<file path="config.mk">
export PLATFORM = sky130hd
export DESIGN_NAME = clock_output_sync_config
export DESIGN_NICKNAME = d
export VERILOG_FILES = /design/src/clock_output_sync_config_pkg.sv /design/src/pin_sync3.sv /design/src/clock_output_sync_config.sv
export SDC_FILE = /design/constraint.sdc
export NUM_CORES = 1
export LEC_CHECK = 0
export ABC_AREA = 1
export BUFFER_PORTS_ARGS = -buffer_cell sky130_fd_sc_hd__buf_2
export CAP_MARGIN = 20
export CORE_ASPECT_RATIO = 1.25
export CORE_UTILIZATION = 29
export CTS_BUF_LIST = sky130_fd_sc_hd__clkbuf_8 sky130_fd_sc_hd__clkbuf_16
export DETAILED_ROUTE_END_ITERATION = 8
export PLACE_DENSITY_LB_ADDON = 0.25
export REMOVE_ABC_BUFFERS = 1
export SLEW_MARGIN = 20
export SYNTH_ARGS = -nofsm -noshare
export SYNTH_HDL_FRONTEND = slang
export SYNTH_SLANG_ARGS = --single-unit
export TNS_END_PERCENT = 50
</file>
<file path="constraint.sdc">
create_clock -name i_sys_clk -period 2.2 [get_ports i_sys_clk]
set_input_delay 0.22 -clock i_sys_clk [delete_from_list [all_inputs] [get_ports i_sys_clk]]
set_output_delay 0.22 -clock i_sys_clk [all_outputs]
set_load 0.05 [all_outputs]
</file>
<file path="src/clock_output_sync_config_pkg.sv">
// Constants shared by the clock output and sync configuration block
package clock_output_sync_config_pkg;

	// ------------------------------------------------------------
	// Serial word and register addresses
	// ------------------------------------------------------------
	localparam int          WORD_W            = 32;
	localparam int          ADDR_W            = 5;
	localparam logic [4:0]  ADDR_FMT_A        = 5'h06;
	localparam logic [4:0]  ADDR_FMT_B        = 5'h07;
	localparam logic [4:0]  ADDR_FMT_C        = 5'h08;
	localparam logic [4:0]  ADDR_FIXED        = 5'h09;
	localparam logic [4:0]  ADDR_OSC          = 5'h0A;
	localparam logic [4:0]  ADDR_SYNC_XTAL    = 5'h0B;
	localparam logic [4:0]  ADDR_TEST_LOCK    = 5'h0C;
	localparam logic [31:0] REG_RESET         = 32'h0000_0000;

	// ------------------------------------------------------------
	// Clock output format fields
	// ------------------------------------------------------------
	localparam int          NUM_OUT           = 12;
	localparam int          NUM_GROUP         = 6;
	localparam int          FMT_PER_WORD      = 4;
	localparam int          FMT_W             = 4;
	localparam int          FMT_LSB           = 16;
	localparam logic [3:0]  FMT_POWERDOWN     = 4'h0;
	localparam logic [3:0]  FMT_LAST_VALID    = 4'hE;

	// ------------------------------------------------------------
	// Oscillator buffer control word fields
	// ------------------------------------------------------------
	localparam int          OSC1_AMP_LSB      = 28;
	localparam int          OSC1_AMP_W        = 2;
	localparam int          OSC0_FMT_LSB      = 24;
	localparam int          OSC1_EN_BIT       = 23;
	localparam int          OSC0_EN_BIT       = 22;
	localparam int          OSC1_MUX_BIT      = 21;
	localparam int          OSC0_MUX_BIT      = 20;
	localparam int          OSC_DIV_LSB       = 16;
	localparam int          OSC_DIV_W         = 3;
	localparam logic [2:0]  DIV_CODE_EIGHT    = 3'h0;
	localparam logic [2:0]  DIV_CODE_TWO_ALT  = 3'h1;
	localparam logic [3:0]  DIV_RATIO_EIGHT   = 4'h8;
	localparam logic [3:0]  DIV_RATIO_TWO     = 4'h2;

	// ------------------------------------------------------------
	// Sync and crystal control word fields
	// ------------------------------------------------------------
	localparam int          NOSYNC_LSB        = 20;
	localparam int          SYNC_POL_BIT      = 16;
	localparam int          SYNC_TYPE_LSB     = 12;
	localparam int          SYNC_TYPE_W       = 2;
	localparam int          XTAL_BIT          = 5;
	localparam logic [1:0]  SYNC_TYPE_PLAIN   = 2'h0;
	localparam logic [1:0]  SYNC_TYPE_PULLUP  = 2'h1;
	localparam logic [1:0]  SYNC_TYPE_PULLDN  = 2'h2;

	// ------------------------------------------------------------
	// Test and lock pin control word fields
	// ------------------------------------------------------------
	localparam int          TEST_SRC_LSB      = 27;
	localparam int          TEST_SRC_W        = 5;
	localparam int          TEST_TYPE_LSB     = 24;
	localparam int          TEST_TYPE_W       = 3;
	localparam int          HOLD_LOCK_BIT     = 23;
	localparam logic [4:0]  SRC_LOW           = 5'h00;
	localparam logic [4:0]  SRC_LOCK          = 5'h02;
	localparam logic [4:0]  SRC_FB            = 5'h0D;
	localparam logic [4:0]  SRC_FB_HALF       = 5'h0E;
	localparam logic [4:0]  SRC_REF           = 5'h11;
	localparam logic [4:0]  SRC_REF_HALF      = 5'h12;
	localparam logic [2:0]  TYPE_PUSH         = 3'h3;
	localparam logic [2:0]  TYPE_PUSH_INV     = 3'h4;
	localparam logic [2:0]  TYPE_OPEN_SOURCE  = 3'h5;
	localparam logic [2:0]  TYPE_OPEN_DRAIN   = 3'h6;

	// ------------------------------------------------------------
	// Lock qualifier and automatic sync timing
	// ------------------------------------------------------------
	localparam int          LOCK_CNT_W        = 14;
	localparam int          SYS_PERIOD_PS     = 5000;
	localparam int          AUTO_SYNC_NS      = 40;
	localparam int          AUTO_SYNC_CYCLES  =
		(AUTO_SYNC_NS * 1000 + SYS_PERIOD_PS - 1) / SYS_PERIOD_PS;
	localparam int          AUTO_CNT_W        = 4;

	// ------------------------------------------------------------
	// Reserved code flag positions
	// ------------------------------------------------------------
	localparam int          ERR_OSC0_FMT      = 12;
	localparam int          ERR_SYNC_TYPE     = 13;
	localparam int          ERR_TEST_SRC      = 14;
	localparam int          ERR_TEST_TYPE     = 15;
	localparam int          ERR_W             = 16;

	// Sync sequencer states
	typedef enum logic {SYNC_IDLE, SYNC_ACTIVE} sync_state_t;

endpackage

</file>
<file path="src/pin_sync3.sv">
// Three-stage pin synchroniser with second/third stage agreement
module pin_sync3 #(
	parameter int WIDTH = 1
) (
	// Clock and reset
	input  wire logic             i_sys_clk,
	input  wire logic             i_arst_n,
	// Raw pins and filtered levels
	input  wire logic [WIDTH-1:0] i_pin,
	output logic      [WIDTH-1:0] o_level
);

	logic [WIDTH-1:0] stage1;
	logic [WIDTH-1:0] stage2;
	logic [WIDTH-1:0] stage3;

	// Per-bit chain; stage1 feeds only stage2
	for (genvar b = 0; b < WIDTH; b++) begin : g_bit
		always_ff @(posedge i_sys_clk or negedge i_arst_n) begin
			if (!i_arst_n) begin
				stage1[b]  <= 1'b0;
				stage2[b]  <= 1'b0;
				stage3[b]  <= 1'b0;
				o_level[b] <= 1'b0;
			end else begin
				stage1[b] <= i_pin[b];
				stage2[b] <= stage1[b];
				stage3[b] <= stage2[b];
				if (stage2[b] == stage3[b]) begin
					o_level[b] <= stage3[b];
				end
			end
		end
	end

endmodule // pin_sync3

</file>
<file path="src/clock_output_sync_config.sv">
// Configuration logic for clock output formats, oscillator buffers, sync and test pin
module clock_output_sync_config
	import clock_output_sync_config_pkg::*;
(
	// Clock and reset
	input  wire logic                  i_sys_clk,
	input  wire logic                  i_arst_n,
	// Three-wire serial programming pins
	input  wire logic                  i_ser_clk,
	input  wire logic                  i_ser_data,
	input  wire logic                  i_ser_latch,
	// Sync and reference pins
	input  wire logic                  i_sync_pin,
	input  wire logic                  i_reference_input,
	// PLL side signals, same clock
	input  wire logic                  i_fb_div_out,
	input  wire logic                  i_ref_div_out,
	input  wire logic                  i_fb_div_written,
	input  wire logic                  i_pdf_tick,
	input  wire logic                  i_phase_in_window,
	input  wire logic [LOCK_CNT_W-1:0] i_lock_qualify_count,
	// Clock output control
	output logic [NUM_OUT*FMT_W-1:0]   o_output_format_select,
	output logic [NUM_OUT-1:0]         o_clock_output_n_on,
	output logic [NUM_OUT-1:0]         o_clock_output_n_hold_low,
	// Oscillator buffers
	output logic [FMT_W-1:0]           o_osc_buffer0_format,
	output logic                       o_osc_buffer0_on,
	output logic [OSC1_AMP_W-1:0]      o_osc_buffer1_amplitude,
	output logic                       o_osc_buffer1_on,
	output logic                       o_osc_buffer0_clk,
	output logic                       o_osc_buffer1_clk,
	// Sync pin, crystal and lock
	output logic                       o_sync_pull_up,
	output logic                       o_sync_pull_down,
	output logic                       o_crystal_amp_enable,
	output logic                       o_digital_lock_detect,
	// Test and lock pin
	output logic                       o_test_lock_pin_out,
	output logic                       o_test_lock_pin_oe_n,
	// Reserved code flags
	output logic [ERR_W-1:0]           o_reserved_code
);

	// ------------------------------------------------------------
	// Pin synchronisation
	// ------------------------------------------------------------
	logic [4:0] pin_level;

	pin_sync3 #(.WIDTH(5)) u_pin_sync (
		.i_sys_clk (i_sys_clk),
		.i_arst_n  (i_arst_n),
		.i_pin     ({i_ser_clk, i_ser_data, i_ser_latch, i_sync_pin, i_reference_input}),
		.o_level   (pin_level)
	);

	wire ser_clk_lvl   = pin_level[4];
	wire ser_data_lvl  = pin_level[3];
	wire ser_latch_lvl = pin_level[2];
	wire sync_pin_lvl  = pin_level[1];
	wire ref_lvl       = pin_level[0];

	// ------------------------------------------------------------
	// Edge detection
	// ------------------------------------------------------------
	logic ser_clk_prev;
	logic ser_latch_prev;
	logic ref_prev;
	logic fb_prev;
	logic refdiv_prev;

	always_ff @(posedge i_sys_clk or negedge i_arst_n) begin
		if (!i_arst_n) begin
			ser_clk_prev   <= 1'b0;
			ser_latch_prev <= 1'b0;
			ref_prev       <= 1'b0;
			fb_prev        <= 1'b0;
			refdiv_prev    <= 1'b0;
		end else begin
			ser_clk_prev   <= ser_clk_lvl;
			ser_latch_prev <= ser_latch_lvl;
			ref_prev       <= ref_lvl;
			fb_prev        <= i_fb_div_out;
			refdiv_prev    <= i_ref_div_out;
		end
	end

	wire ser_clk_rise   = ser_clk_lvl & ~ser_clk_prev;
	wire ser_latch_rise = ser_latch_lvl & ~ser_latch_prev;
	wire ref_rise       = ref_lvl & ~ref_prev;
	wire fb_rise        = i_fb_div_out & ~fb_prev;
	wire refdiv_rise    = i_ref_div_out & ~refdiv_prev;

	// ------------------------------------------------------------
	// Serial shifter and register file
	// ------------------------------------------------------------
	logic [WORD_W-1:0] shift_word;
	logic [WORD_W-1:0] fmt_word [0:2];
	logic [WORD_W-1:0] osc_ctrl;
	logic [WORD_W-1:0] sync_ctrl;
	logic [WORD_W-1:0] test_ctrl;

	// MSB-first shift on each serial clock rising edge
	always_ff @(posedge i_sys_clk or negedge i_arst_n) begin
		if (!i_arst_n) begin
			shift_word <= REG_RESET;
		end else if (ser_clk_rise) begin
			shift_word <= {shift_word[WORD_W-2:0], ser_data_lvl};
		end
	end

	// Address sits in the low bits of the shifted word
	wire [ADDR_W-1:0] wr_addr  = shift_word[ADDR_W-1:0];
	wire              wr_fmt_a = ser_latch_rise && (wr_addr == ADDR_FMT_A);
	wire              wr_fmt_b = ser_latch_rise && (wr_addr == ADDR_FMT_B);
	wire              wr_fmt_c = ser_latch_rise && (wr_addr == ADDR_FMT_C);
	wire              wr_osc   = ser_latch_rise && (wr_addr == ADDR_OSC);
	wire              wr_sync  = ser_latch_rise && (wr_addr == ADDR_SYNC_XTAL);
	wire              wr_test  = ser_latch_rise && (wr_addr == ADDR_TEST_LOCK);

	// Format words, four nibbles each
	always_ff @(posedge i_sys_clk or negedge i_arst_n) begin
		if (!i_arst_n) begin
			fmt_word[0] <= REG_RESET;
			fmt_word[1] <= REG_RESET;
			fmt_word[2] <= REG_RESET;
		end else begin
			if (wr_fmt_a) fmt_word[0] <= shift_word;
			if (wr_fmt_b) fmt_word[1] <= shift_word;
			if (wr_fmt_c) fmt_word[2] <= shift_word;
		end
	end

	// Control words; the fixed content word is accepted and has no effect
	always_ff @(posedge i_sys_clk or negedge i_arst_n) begin
		if (!i_arst_n) begin
			osc_ctrl  <= REG_RESET;
			sync_ctrl <= REG_RESET;
			test_ctrl <= REG_RESET;
		end else begin
			if (wr_osc)  osc_ctrl  <= shift_word;
			if (wr_sync) sync_ctrl <= shift_word;
			if (wr_test) test_ctrl <= shift_word;
		end
	end

	// ------------------------------------------------------------
	// Field decode
	// ------------------------------------------------------------
	wire [FMT_W-1:0]       osc0_fmt     = osc_ctrl[OSC0_FMT_LSB +: FMT_W];
	wire [OSC1_AMP_W-1:0]  osc1_amp     = osc_ctrl[OSC1_AMP_LSB +: OSC1_AMP_W];
	wire                   osc0_en      = osc_ctrl[OSC0_EN_BIT];
	wire                   osc1_en      = osc_ctrl[OSC1_EN_BIT];
	wire                   osc0_src     = osc_ctrl[OSC0_MUX_BIT];
	wire                   osc1_src     = osc_ctrl[OSC1_MUX_BIT];
	wire [OSC_DIV_W-1:0]   div_code     = osc_ctrl[OSC_DIV_LSB +: OSC_DIV_W];
	wire [NUM_GROUP-1:0]   group_excl   = sync_ctrl[NOSYNC_LSB +: NUM_GROUP];
	wire                   sync_pol_low = sync_ctrl[SYNC_POL_BIT];
	wire [SYNC_TYPE_W-1:0] sync_type    = sync_ctrl[SYNC_TYPE_LSB +: SYNC_TYPE_W];
	wire [TEST_SRC_W-1:0]  test_src     = test_ctrl[TEST_SRC_LSB +: TEST_SRC_W];
	wire [TEST_TYPE_W-1:0] test_type    = test_ctrl[TEST_TYPE_LSB +: TEST_TYPE_W];
	wire                   hold_lock    = test_ctrl[HOLD_LOCK_BIT];

	// ------------------------------------------------------------
	// Digital lock qualifier
	// ------------------------------------------------------------
	logic [LOCK_CNT_W-1:0] lock_cnt;
	logic                  lock_ok;

	// Zero count is reserved and treated as one
	wire [LOCK_CNT_W-1:0] lock_target = (i_lock_qualify_count == '0) ?
		LOCK_CNT_W'(1) : i_lock_qualify_count;
	wire                  lock_reached = (lock_cnt + LOCK_CNT_W'(1)) >= lock_target;

	// Any out-of-window phase sample restarts qualification
	always_ff @(posedge i_sys_clk or negedge i_arst_n) begin
		if (!i_arst_n) begin
			lock_cnt <= '0;
			lock_ok  <= 1'b0;
		end else if (i_pdf_tick) begin
			if (!i_phase_in_window) begin
				lock_cnt <= '0;
				lock_ok  <= 1'b0;
			end else if (lock_reached) begin
				lock_ok  <= 1'b1;
			end else begin
				lock_cnt <= lock_cnt + LOCK_CNT_W'(1);
			end
		end
	end

	// ------------------------------------------------------------
	// Sync request sources and sequencer
	// ------------------------------------------------------------
	logic [AUTO_CNT_W-1:0] auto_cnt;
	sync_state_t           sync_state;
	logic [NUM_GROUP-1:0]  group_joined;

	// Feedback divider write stretches an automatic sync
	always_ff @(posedge i_sys_clk or negedge i_arst_n) begin
		if (!i_arst_n) begin
			auto_cnt <= '0;
		end else if (i_fb_div_written) begin
			auto_cnt <= AUTO_CNT_W'(AUTO_SYNC_CYCLES);
		end else if (auto_cnt != '0) begin
			auto_cnt <= auto_cnt - AUTO_CNT_W'(1);
		end
	end

	wire pin_sync_req  = sync_pin_lvl ^ sync_pol_low;
	wire lock_sync_req = hold_lock & ~lock_ok;
	wire auto_sync_req = (auto_cnt != '0);
	wire sync_req      = pin_sync_req | lock_sync_req | auto_sync_req;

	// Participation latched at sync start so later exclusion edits do no harm
	always_ff @(posedge i_sys_clk or negedge i_arst_n) begin
		if (!i_arst_n) begin
			sync_state   <= SYNC_IDLE;
			group_joined <= '0;
		end else begin
			case (sync_state)
				SYNC_IDLE: begin
					if (sync_req) begin
						sync_state   <= SYNC_ACTIVE;
						group_joined <= ~group_excl;
					end
				end
				SYNC_ACTIVE: begin
					if (!sync_req) begin
						sync_state <= SYNC_IDLE;
					end
				end
				default: begin
					sync_state <= SYNC_IDLE;
				end
			endcase
		end
	end

	wire sync_active = (sync_state == SYNC_ACTIVE);

	// ------------------------------------------------------------
	// Clock output format decode, one entry per output
	// ------------------------------------------------------------
	logic [NUM_OUT*FMT_W-1:0] next_fmt_all;
	logic [NUM_OUT-1:0]       next_out_on;
	logic [NUM_OUT-1:0]       next_hold_low;
	logic [NUM_OUT-1:0]       fmt_bad;

	for (genvar i = 0; i < NUM_OUT; i++) begin : g_out
		localparam int WI = i / FMT_PER_WORD;
		localparam int NI = i % FMT_PER_WORD;
		wire [FMT_W-1:0] fmt = fmt_word[WI][FMT_LSB + NI*FMT_W +: FMT_W];
		assign next_fmt_all[i*FMT_W +: FMT_W] = fmt;
		assign fmt_bad[i]       = (fmt > FMT_LAST_VALID);
		assign next_out_on[i]   = (fmt != FMT_POWERDOWN) && !fmt_bad[i];
		assign next_hold_low[i] = sync_active && group_joined[i/2];
	end

	// ------------------------------------------------------------
	// Oscillator divider and buffer selection
	// ------------------------------------------------------------
	logic [3:0] ref_cnt;

	wire [3:0] div_ratio = (div_code == DIV_CODE_EIGHT)   ? DIV_RATIO_EIGHT :
	                       (div_code == DIV_CODE_TWO_ALT) ? DIV_RATIO_TWO :
	                       {1'b0, div_code};
	wire       ref_wrap  = (ref_cnt + 4'h1) >= div_ratio;

	// Count reference edges modulo the divide ratio
	always_ff @(posedge i_sys_clk or negedge i_arst_n) begin
		if (!i_arst_n) begin
			ref_cnt <= 4'h0;
		end else if (ref_rise) begin
			ref_cnt <= ref_wrap ? 4'h0 : ref_cnt + 4'h1;
		end
	end

	wire div_clk       = ref_cnt < (div_ratio >> 1);
	wire osc0_fmt_bad  = (osc0_fmt > FMT_LAST_VALID);
	wire next_osc0_on  = osc0_en && (osc0_fmt != FMT_POWERDOWN) && !osc0_fmt_bad;
	wire next_osc1_on  = osc1_en;
	wire next_osc0_clk = next_osc0_on & (osc0_src ? div_clk : ref_lvl);
	wire next_osc1_clk = next_osc1_on & (osc1_src ? div_clk : ref_lvl);

	// ------------------------------------------------------------
	// Sync pin type and test pin
	// ------------------------------------------------------------
	logic fb_half;
	logic ref_half;

	// Half-rate versions of the PLL divider outputs
	always_ff @(posedge i_sys_clk or negedge i_arst_n) begin
		if (!i_arst_n) begin
			fb_half  <= 1'b0;
			ref_half <= 1'b0;
		end else begin
			if (fb_rise)     fb_half  <= ~fb_half;
			if (refdiv_rise) ref_half <= ~ref_half;
		end
	end

	wire sync_type_bad = (sync_type != SYNC_TYPE_PLAIN) &&
	                     (sync_type != SYNC_TYPE_PULLUP) &&
	                     (sync_type != SYNC_TYPE_PULLDN);
	wire next_pull_up  = (sync_type == SYNC_TYPE_PULLUP);
	wire next_pull_dn  = (sync_type == SYNC_TYPE_PULLDN);

	wire src_bad = !((test_src == SRC_LOW) || (test_src == SRC_LOCK) ||
	                 (test_src == SRC_FB) || (test_src == SRC_FB_HALF) ||
	                 (test_src == SRC_REF) || (test_src == SRC_REF_HALF));
	wire test_sel  = (test_src == SRC_LOCK)     ? lock_ok :
	                 (test_src == SRC_FB)       ? i_fb_div_out :
	                 (test_src == SRC_FB_HALF)  ? fb_half :
	                 (test_src == SRC_REF)      ? i_ref_div_out :
	                 (test_src == SRC_REF_HALF) ? ref_half : 1'b0;
	wire type_bad  = (test_type < TYPE_PUSH) || (test_type > TYPE_OPEN_DRAIN);
	wire test_val  = (test_type == TYPE_PUSH_INV) ? ~test_sel : test_sel;

	// Open source drives only the high level, open drain only the low level
	wire test_drive = !type_bad && !src_bad &&
	                  ((test_type == TYPE_PUSH) || (test_type == TYPE_PUSH_INV) ||
	                   ((test_type == TYPE_OPEN_SOURCE) && test_val) ||
	                   ((test_type == TYPE_OPEN_DRAIN) && !test_val));

	// ------------------------------------------------------------
	// Registered outputs
	// ------------------------------------------------------------
	wire [ERR_W-1:0] next_err = {type_bad, src_bad, sync_type_bad, osc0_fmt_bad, fmt_bad};

	// Clock output and oscillator buffer controls
	always_ff @(posedge i_sys_clk or negedge i_arst_n) begin
		if (!i_arst_n) begin
			o_output_format_select    <= '0;
			o_clock_output_n_on       <= '0;
			o_clock_output_n_hold_low <= '0;
			o_osc_buffer0_format      <= FMT_POWERDOWN;
			o_osc_buffer0_on          <= 1'b0;
			o_osc_buffer1_amplitude   <= '0;
			o_osc_buffer1_on          <= 1'b0;
			o_osc_buffer0_clk         <= 1'b0;
			o_osc_buffer1_clk         <= 1'b0;
		end else begin
			o_output_format_select    <= next_fmt_all;
			o_clock_output_n_on       <= next_out_on;
			o_clock_output_n_hold_low <= next_hold_low;
			o_osc_buffer0_format      <= osc0_fmt;
			o_osc_buffer0_on          <= next_osc0_on;
			o_osc_buffer1_amplitude   <= osc1_amp;
			o_osc_buffer1_on          <= next_osc1_on;
			o_osc_buffer0_clk         <= next_osc0_clk;
			o_osc_buffer1_clk         <= next_osc1_clk;
		end
	end

	// Pin type, crystal, lock and flag outputs
	always_ff @(posedge i_sys_clk or negedge i_arst_n) begin
		if (!i_arst_n) begin
			o_sync_pull_up        <= 1'b0;
			o_sync_pull_down      <= 1'b0;
			o_crystal_amp_enable  <= 1'b0;
			o_digital_lock_detect <= 1'b0;
			o_test_lock_pin_out   <= 1'b0;
			o_test_lock_pin_oe_n  <= 1'b1;
			o_reserved_code       <= '0;
		end else begin
			o_sync_pull_up        <= next_pull_up;
			o_sync_pull_down      <= next_pull_dn;
			o_crystal_amp_enable  <= sync_ctrl[XTAL_BIT];
			o_digital_lock_detect <= lock_ok;
			o_test_lock_pin_out   <= test_val;
			o_test_lock_pin_oe_n  <= ~test_drive;
			o_reserved_code       <= next_err;
		end
	end

endmodule // clock_output_sync_config

</file>
# [Word-level counts from Yosys, hierarchy flattened]
# Index checks and enable logic that the tools add are counted.
[op_classes] div_mod_pow=0 n_eq_ne=27 reduce_logical=79 n_shift=0 magnitude_cmp=18 add_sub_neg=3 bitwise=23 muxes=19 multipliers=0
[op_table] operator="4-bit nonzero test" n=14
[op_table] operator="4-bit > comparator, second input constant" n=13
[op_table] operator="14-bit two-way mux" n=3
[op_table] operator="1-bit logical AND" n=32
[op_table] operator="5-bit by 4-bit == test with 1-bit output, second input constant" n=6
[op_table] operator="1-bit zero test" n=16
[op_table] operator="4-bit two-way mux" n=4
[op_table] operator="14-bit by 1-bit adder with 14-bit output, second input constant" n=1
[op_table] operator="14-bit greater-or-equal comparator" n=1
[op_table] operator="14-bit zero test" n=1
[op_table] operator="1-bit two-way mux" n=11
[op_table] operator="1-bit inverter" n=11
[op_table] operator="5-bit by 3-bit == test with 1-bit output, second input constant" n=2
[op_table] operator="5-bit == test, second input constant" n=2
[op_table] operator="3-bit == test, second input constant" n=3
[op_table] operator="1-bit logical OR" n=9
[op_table] operator="1-bit bitwise AND" n=8
[op_table] operator="6-bit inverter" n=1
[op_table] operator="2-bit AND reduction" n=3
[op_table] operator="1-bit == test" n=5
[op_table] operator="5-bit by 2-bit == test with 1-bit output, second input constant" n=1
[op_table] operator="5-bit zero test" n=1
[op_table] operator="4-bit by 1-bit adder with 4-bit output, second input constant" n=1
[op_table] operator="4-bit greater-or-equal comparator" n=1
[op_table] operator="other kinds (15)" n=19
[word_totals] word_cells=225 output_inout_bits=104 inputBits=26 n_memories=0 register_bits=376 ramBits=0 latchBits=0 mem_bits_ro=0

# [Depth between registers and ports, before layout]
# Gate-level depths: netlist of run 1.
[logic_depth] depth_word=13 mapped_depth=18 ltp_nobuf=17

# [Hierarchy]
# A second synthesis of run 1 with hierarchy kept.
[unflattened] cells_unflattened=1025 hier_area_um2=10353.7
[by_module_without_submodules] mod="clock_output_sync_config" seq_area_each_um2=6182.2 area_each_um2=9771.9 cells_per_inst=985 instances=1
[by_module_without_submodules] mod="pin_sync3" seq_area_each_um2=500.5 area_each_um2=581.8 cells_per_inst=40 instances=1

# [Worst setup path after synthesis of run 1]
# No wires, ideal clock.
[synth_timing] path_type="flip-flop to flip-flop" startpoint="register lock_cnt[0]" endpoint="register lock_cnt[10]" setup_time_ns=0.117 n_path_buf=1 arrival_time_ns=2.174 synth_period_minus_slack_ns=2.291 stages_incl_launch_ff=17 t_required_ns=2.083 path_slack_ns=-0.091 cell_sequence="dfrtp_1 > ha_1 > nand2_1 > nor2_4 > nand4_1 > nand2_1 > inv_1 > ha_1 > nand2_2 > inv_1 > nand2_1 > nand2_1 > a21oi_2 > nand4_2 > buf_6 > nand3_1 > nand2_1"
[synth_between] elab_chain_len=4 elab_cells_between_ends=6 cone_classes="add/sub (1); order compare (1); eq/ne (1); mux (2); reduce/logical (1)"
[synth_lines] item="from (decl)" line_no="clock_output_sync_config.sv:167" text="logic [LOCK_CNT_W-1:0] lock_cnt;"
[synth_lines] item="from (signal assigned)" line_no="clock_output_sync_config.sv:187" text="lock_cnt <= lock_cnt + LOCK_CNT_W'(1);"
[synth_lines] item="14-bit by 1-bit adder with 14-bit output (*)" line_no="clock_output_sync_config.sv:173, clock_output_sync_config.sv:187"
[synth_lines] item="14-bit greater-or-equal comparator" line_no="clock_output_sync_config.sv:173" text="wire lock_reached = (lock_cnt + LOCK_CNT_W'(1)) >= lock_target;"
[synth_lines] item="2-bit inequality test (no source line)"
[synth_lines] item="2-bit AND reduction (no source line)"
# Every way passes the cells marked *; elsewhere a longest branch is shown, timed or not. The select of a mux whose other input is x is not followed.
# A chain may end at the register's enable or synchronous reset.

# [Worst setup path in the final report of run 1]
[layout_timing] startpoint="register lock_cnt[0]" endpoint="register lock_cnt[11]"
# The elaborated chain is that of the path after synthesis.

==> impl_metrics.yaml, run 1 <==
status:
  violations: "negative setup slack"
  status: "complete, but fails checks"
global_route:
  grt_pass1_vias: 7245
  grt_max_degree: 55
  met2_usage: 0.2137
  met1_usage: 0.1558
  grt_busiest_layer: "met2"
  grt_pass1_wl_um: 36710
  antenna_found_initial: 0
  grt_use_met3: 0.02067
  grt_overflow: 0
  grt_util_all_layers: 0.1247
sta:
  slew_headroom: 0.5753
  timing.final.crit_period_ns: 2.409
  tightest_slew_ns: 0.6349
  finClkSkew_ns: 0.02290
  hold_viol_final: 0
  rsz0062_at_grt: "true"
  timing.final.crit_share: 1.095
  max_freq_mhz: 415.1
  setup_viol: 15
  setup_ws_ns: -0.2092
  whs_ns: 0.08065
  finalMaxSlewViolations: 0
yosys:
  ys_top_cells_by_area: "dfrtp_1, nand2_1, inv_1, o21ai_0, ha_1"
  yosys.area.top_type: "dfrtp_1"
  synth-edff-count: 0
  ys_ff_latch: 267
  yosys_warnings: 0
  ys_types: 45
  yosysSeqAreaShare: 0.6388
  syn-cell-area_sq_um: 10460
  postSynthCellCount: 1013
  yosysTopAreaCellShare: 0.6363
  ys_async_sr_fraction: 1.000
  yosys_most_used_dff: "dfrtp_1"
  avgSynthCellArea_sq_um: 10.33
detailed_routing:
  totalWireLength_um: 22300
  dr.first_iter.drc_count: 362
  dr_total_vias: 7222
  antenna_left: 0
  viasPerCell: 4.266
  first_pass_iters: 5
  wl_per_cell_um: 13.17
  post-route-drc-count: 0
cts:
  numCtsBuffers: 28
  cts_tree: "done"
  htreeDepth: 1
  root_buffer: "clkbuf_16"
  clk_pin_slew_worst_paths_ns: 0.06
  insertion_delay_ns: 0.56
  clock_sinks: 267
  clockBufferDepth: 3
floorplan:
  rows: 77
  die_h_um: 214.4
  core_sq_um: 35450
  die-area_sq_um: 36840
  initial_core_util: 0.2951
  pin_count: 130
  fp.dieW_um: 171.9
critical_path:
  worstPathMaxFanout: 8
  required_ns: 2.69
  arrival_ns: 2.90
  critPathSlowestCell: "dfrtp_2"
  crit_path_cell_trace: "ha_4 -> nand2_2 -> nor2_4 -> nand4_1 -> nand2_1 -> inv_1 -> ha_4 -> nand2_2 -> buf_4 -> nor3_2 -> nand2_2 -> nand4_2 -> buf_6 -> nand3_1 -> nand2_1"
  start_kind: "flip-flop"
  worstSetupPathType: "reg -> reg"
  setup.worst_path.end_class: "flip-flop"
  crit_top_cell: "nand2_2"
  critPathMaxStageDelay_ns: 0.42
pwr:
  pwr-share-clk: 0.318
  p_comb_frac: 0.259
  seq_power_share: 0.423
  switching_share: 0.3566
  total_power_mw: 15.64
  internal-power_mw: 10.06
  p_sw_mw: 5.575
  power_density_nw_per_um2: 1190
  peakVddDrop_mv: 0.6365
  p_leak_nw: 6.707
flow_run:
  maxCapViolCount: 0
cells_and_area:
  nets: 1246
  syn2layout_area_growth_pct: 25.55
  final_core_util: 0.3704
  n_antenna_cell: 0
  drive_gt1_frac: 0.2518
placed_design:
  gp_congestion: 0.8330
  dp_hpwl_um: 15230
  io_buffers: 129
min_path:
  hold_class: "in -> reg"
[worst max-delay path: cells and delay by family (launching register included)]
kind                       cells  cell delay, ns
and+or+nand+nor               10            1.12
adders and majority gates      2            0.43
DFF                            1            0.42
buffers and inverters          3            0.37
[placed cells by master, fill, tap and decap left out, drive strengths merged]
| cell | netlist | layout |
|---|---|---|
| xnor2 | 4 | 4 |
| a21boi | 2 | 2 |
| clkbuf | 8 | 32 |
| nor2 | 63 | 63 |
| or2 | 1 | 1 |
| dfstp | 1 | 1 |
| mux2 | 7 | 7 |
| o21ai | 117 | 117 |
| bufinv | 0 | 4 |
| a31o | 14 | 14 |
| nand4 | 13 | 13 |
| nand3 | 52 | 52 |
| clkinv | 0 | 10 |
| o31ai | 2 | 2 |
| dlygate4sd3 | 0 | 9 |
| ha | 23 | 23 |
| o211ai | 1 | 1 |
| nor4 | 2 | 2 |
| nand2 | 222 | 222 |
| a21oi | 12 | 12 |
| inv | 142 | 146 |
| and2 | 1 | 1 |
| nor3b | 1 | 1 |
| nor3 | 20 | 20 |
| buf | 25 | 178 |
| xor2 | 7 | 7 |
| maj3 | 5 | 5 |
| clkinvlp | 0 | 2 |
| a21o | 1 | 1 |
| dfrtp | 266 | 266 |
| a211oi | 1 | 1 |
[cell type report]
cell class	instances	area, sq um
Clock inverter	20	226.5
Clock buffer	32	755.7
Tap cell	474	593.1
Timing Repair Buffer	187	1162
Inverter	142	533.0
Sequential cell	267	6688
Fill cell	3609	22320
Multi-Input combinational cell	571	3176
[power groups by stage]
stage | Sequential (mW) | Combinational, mW | Clock (mW)
floorplan | 7.99 | 1.54 | 0
global placement | 6.69 | 4.02 | 0
detailed placement | 6.71 | 4.08 | 0
CTS | 6.63 | 4.13 | 5.15
global route | 6.78 | 4.50 | 5.34
finish | 6.61 | 4.05 | 4.97
[cell usage after synthesis, types with 5 or more instances]
| cell | number |
|---|---|
| o21ai_1 | 39 |
| buf_6 | 5 |
| nand2_1 | 217 |
| buf_2 | 13 |
| a21oi_1 | 11 |
| nor3_1 | 16 |
| nor2_1 | 57 |
| nand3_1 | 48 |
| clkbuf_1 | 6 |
| inv_1 | 140 |
| ha_1 | 23 |
| nand4_1 | 10 |
| a31o_2 | 14 |
| dfrtp_1 | 266 |
| xor2_1 | 6 |
| buf_4 | 7 |
| o21ai_0 | 74 |
| maj3_1 | 5 |
| mux2_2 | 7 |
[stage by stage]
step | worst slack, ns | cells | setup TNS (ns) | cell area (sq um)
after CTS | -0.2040 | 1689 | -2.805 | 12970
after global routing | -0.3681 | 1693 | -5.135 | 13130
after floorplan | -0.1019 | 980 | -1.426 | 10250
after detailed placement | -0.2845 | 1627 | -3.849 | 11870
final | -0.2092 | 1693 | -2.820 | 13130
after global placement | -0.2296 | 1627 | -3.163 | 11870
[per-layer routing]
metal / vias to the layer above / part of all wire
met5: - / 0
met4: 0 / 0.024
met3: 33 / 0.040
met2: 143 / 0.49
met1: 3446 / 0.44
li1: 3600 / -
[worst paths after layout]
check                                                from                                   end  slack (ns)  cells past startpoint
max                               lock_cnt[0]$_DFFE_PN0P_              lock_cnt[11]$_DFFE_PN0P_       -0.21                     15
min                                     i_phase_in_window               lock_cnt[1]$_DFFE_PN0P_        0.08                      5
max reg2reg                       lock_cnt[0]$_DFFE_PN0P_              lock_cnt[11]$_DFFE_PN0P_       -0.21                     15
min reg2reg                u_pin_sync.stage1[4]$_DFF_PN0_        u_pin_sync.stage2[4]$_DFF_PN0_        0.35                      0
max in group asynchronous                        i_arst_n  o_output_format_select[43]$_DFF_PN0_        1.30                      3
min in group asynchronous                        i_arst_n      o_clock_output_n_on[4]$_DFF_PN0_        0.16                      2
[cell families (layout without fill, tap and decap cells)]
group / Yosys count / after routing / synth area share
buf+inv: 175 / 381 / 0.07092
xor+xnor: 11 / 11 / 0.009927
flops: 267 / 267 / 0.6388
simple gates: 375 / 375 / 0.1603
fa+ha+maj: 28 / 28 / 0.03229
mux: 7 / 7 / 0.007535
compound gates: 150 / 150 / 0.08025
[state kept, by name, indices dropped and copies added, names as in the netlist, 2 cells and up]
signal                     count
fmt_word                      48
o_output_format_select        48
shift_word                    32
o_reserved_code               16
lock_cnt                      14
osc_ctrl                      13
o_clock_output_n_on           12
sync_ctrl                     10
test_ctrl                      9
group_joined                   6
o_clock_output_n_hold_low      6
u_pin_sync.o_level             5
u_pin_sync.stage1              5
u_pin_sync.stage2              5
u_pin_sync.stage3              5
auto_cnt                       4
o_osc_buffer0_format           4
ref_cnt                        4
o_osc_buffer1_amplitude        2
[repair_timing]
item / 4_1_cts / 5_1_grt
resized for setup: 7 / 27
hold buffers: 9 / 0
buffers inserted: 1 / 4
pin swaps: 6 / 18
setup endpoints to repair: 15 / 15
endpoints found under the hold margin: 156 / 0
Power figures use the tool's default switching activity.
==> inputs of run 2 (changes only) <==
==> constraint.sdc (replaced) <==
create_clock -name i_sys_clk -period 1.99 [get_ports i_sys_clk]
set_input_delay 0.199 -clock i_sys_clk [delete_from_list [all_inputs] [get_ports i_sys_clk]]
set_output_delay 0.199 -clock i_sys_clk [all_outputs]
set_load 0.05 [all_outputs]
==> impl_metrics.yaml, run 2 (same netlist as run 1, synthesis figures left out) <==
pwr:
  internal-power_mw: 10.73
  switching_share: 0.3614
  peakVddDrop_mv: 0.5779
  seq_power_share: 0.435
  power_density_nw_per_um2: 1273
  p_leak_nw: 6.713
  p_comb_frac: 0.268
  p_sw_mw: 6.070
  pwr-share-clk: 0.297
critical_path:
  critPathMaxStageDelay_ns: 0.43
  critPathTopFamily: "simple AND/OR/NAND/NOR gates"
  critPathSlowestCell: "dfrtp_2"
  setup.worst_path.end_class: "flip-flop"
  cp_num_buf_inv: 3
  ff2ff_path_depth: 16
  required_ns: 2.42
  worstPathMaxFanout: 7
  crit_top_cell: "nand2_2"
  crit_path_cell_trace: "ha_4 -> nand2_4 -> nor2_4 -> nand4_1 -> nand2_1 -> inv_1 -> ha_1 -> nand2_2 -> inv_2 -> nand2_2 -> nand2_2 -> a21oi_4 -> nand4_4 -> clkbuf_16 -> nand3_2 -> nand2_1"
  start_kind: "flip-flop"
  worstSetupPathType: "reg -> reg"
  cp.depth: 16
  arrival_ns: 2.88
placed_design:
  gp_congestion: 0.8202
  io_buffers: 129
  post_dp_cell_area_sq_um: 11930
  dp.cells: 1630
  dp_hpwl_um: 15350
detailed_routing:
  first_pass_iters: 4
  viasPerCell: 4.259
  antenna_left: 0
  totalWireLength_um: 22510
  dr_total_vias: 7215
  post-route-drc-count: 0
  dr.first_iter.drc_count: 238
  wl_per_cell_um: 13.29
sta:
  setup_ws_ns: -0.4568
  finClkSkew_ns: 0.008152
  timing.final.crit_period_ns: 2.447
  timing.final.crit_share: 1.230
  hold_viol_final: 0
  tightest_slew_ns: 0.5066
  slew_headroom: 0.6611
  setup_viol: 15
  rsz0062_at_grt: "true"
  max_freq_mhz: 408.7
  finalMaxSlewViolations: 0
global_route:
  grt_pass1_wl_um: 36630
  grt_max_degree: 49
  antenna_found_initial: 0
  grt_pass1_vias: 7162
  grt_util_all_layers: 0.1245
  grt_overflow: 0
cells_and_area:
  fillers: 3677
  design_area_sq_um: 13200
  syn2layout_area_growth_pct: 26.18
  layout_common_cells: "dfrtp_1, nand2_1, inv_1"
  drive_gt1_frac: 0.2639
  final_core_util: 0.3723
  n_antenna_cell: 0
  nets: 1248
  finalNonFillerCells: 1694
  final_common_cell: "dfrtp_1"
  reg_top3: "fmt_word: 48 flops, o_output_format_select: 48 flops, shift_word: 32 flops"
floorplan:
  initial_core_util: 0.2951
  fp.dieW_um: 171.9
  die_h_um: 214.4
  pin_count: 130
  rows: 77
  die-area_sq_um: 36840
  core_sq_um: 35450
min_path:
  hold_class: "in -> reg"
  whs_path_depth: 5
flow_run:
  maxCapViolCount: 0
cts:
  insertion_delay_ns: 0.54
  htreeDepth: 1
  numCtsBuffers: 27
  clk_pin_slew_worst_paths_ns: 0.07
  clock_sinks: 267
  clockBufferDepth: 3
  root_buffer: "clkbuf_16"
  cts_tree: "done"
status:
  status: "complete, but fails checks"
  violations: "negative setup slack"
run 2: cell types whose count changed in the layout (fill, tap and decap cells not counted), sizes merged:
cell	previous run	this run
inv	146	148
bufinv	4	1
clkbuf	32	34
clkinvlp	2	5
buf	178	179
nand2	222	223
clkinv	10	5
run 2: layout make-up:
cell class,count,area (sq um),area share
Inverter,142,533.0,0.04038
Tap cell,474,593.1,0.04493
Clock buffer,33,758.2,0.05744
Clock inverter,17,127.6,0.009668
Multi-Input combinational cell,572,3281,0.2485
Sequential cell,267,6686,0.5065
Timing Repair Buffer,189,1221,0.09251
run 2: worst register-to-register path, cell delays in order (launching register included):
cell and delay [ns]:
dfrtp_2 0.43, ha_4 0.18, nand2_4 0.05, nor2_4 0.19, nand4_1 0.11, nand2_1 0.11
inv_1 0.05, ha_1 0.28, nand2_2 0.13, inv_2 0.05, nand2_2 0.06, nand2_2 0.06
a21oi_4 0.18, nand4_4 0.15, clkbuf_16 0.21, nand3_2 0.05, nand2_1 0.05
run 2: through the flow:
step	setup slack [ns]	total power, mW	hold WS (ns)	setup TNS (ns)
2_1_floorplan	-0.3119	10.53	-0.09659	-4.476
3_3_place_gp	-0.4605	11.87	0.1319	-6.612
3_5_place_dp	-0.4950	11.95	0.1362	-7.086
4_1_cts	-0.3947	17.06	0.03776	-5.765
5_1_grt	-0.6053	17.86	0.1201	-8.742
6_report	-0.4568	16.80	0.09352	-6.504
run 2: repair_timing:
item	CTS	global route
setup buffers	2	1
pin swaps	0	31
gates resized for setup	4	50
hold buffers	9	0
gates cloned	0	2
endpoints found under the hold margin	278	0
setup endpoints to repair	15	18
run 2: power groups by stage:
| stage | registers, mW | logic [mW] | clock network (mW) |
|---|---|---|---|
| detailed placement | 7.42 | 4.53 | 0 |
| finish | 7.30 | 4.51 | 4.99 |
| CTS | 7.33 | 4.57 | 5.17 |
| floorplan | 8.83 | 1.70 | 0 |
| global placement | 7.39 | 4.47 | 0 |
| global route | 7.47 | 5.02 | 5.37 |
run 2: worst paths after layout:
path	slack, ns	startpoint	to
max	-0.46	lock_cnt[1]$_DFFE_PN0P_	lock_cnt[12]$_DFFE_PN0P_
min	0.09	i_phase_in_window	lock_cnt[1]$_DFFE_PN0P_
max reg2reg	-0.46	lock_cnt[1]$_DFFE_PN0P_	lock_cnt[12]$_DFFE_PN0P_
min reg2reg	0.35	u_pin_sync.stage1[0]$_DFF_PN0_	u_pin_sync.stage2[0]$_DFF_PN0_
max in group asynchronous	1.22	i_arst_n	o_test_lock_pin_oe_n$_DFF_PN1_
min in group asynchronous	0.15	i_arst_n	fmt_word[51]$_DFFE_PN0P_
run 2: routing by layer:
layer	vias to the layer above	part of all wire	routed length [um]	GRT usage
li1	3601	-	-	-
met1	3438	0.44	9850	0.1561
met2	140	0.50	11280	0.2159
met3	36	0.038	855	0.01883
met4	0	0.023	522	0.04189
met5	-	0	0	0
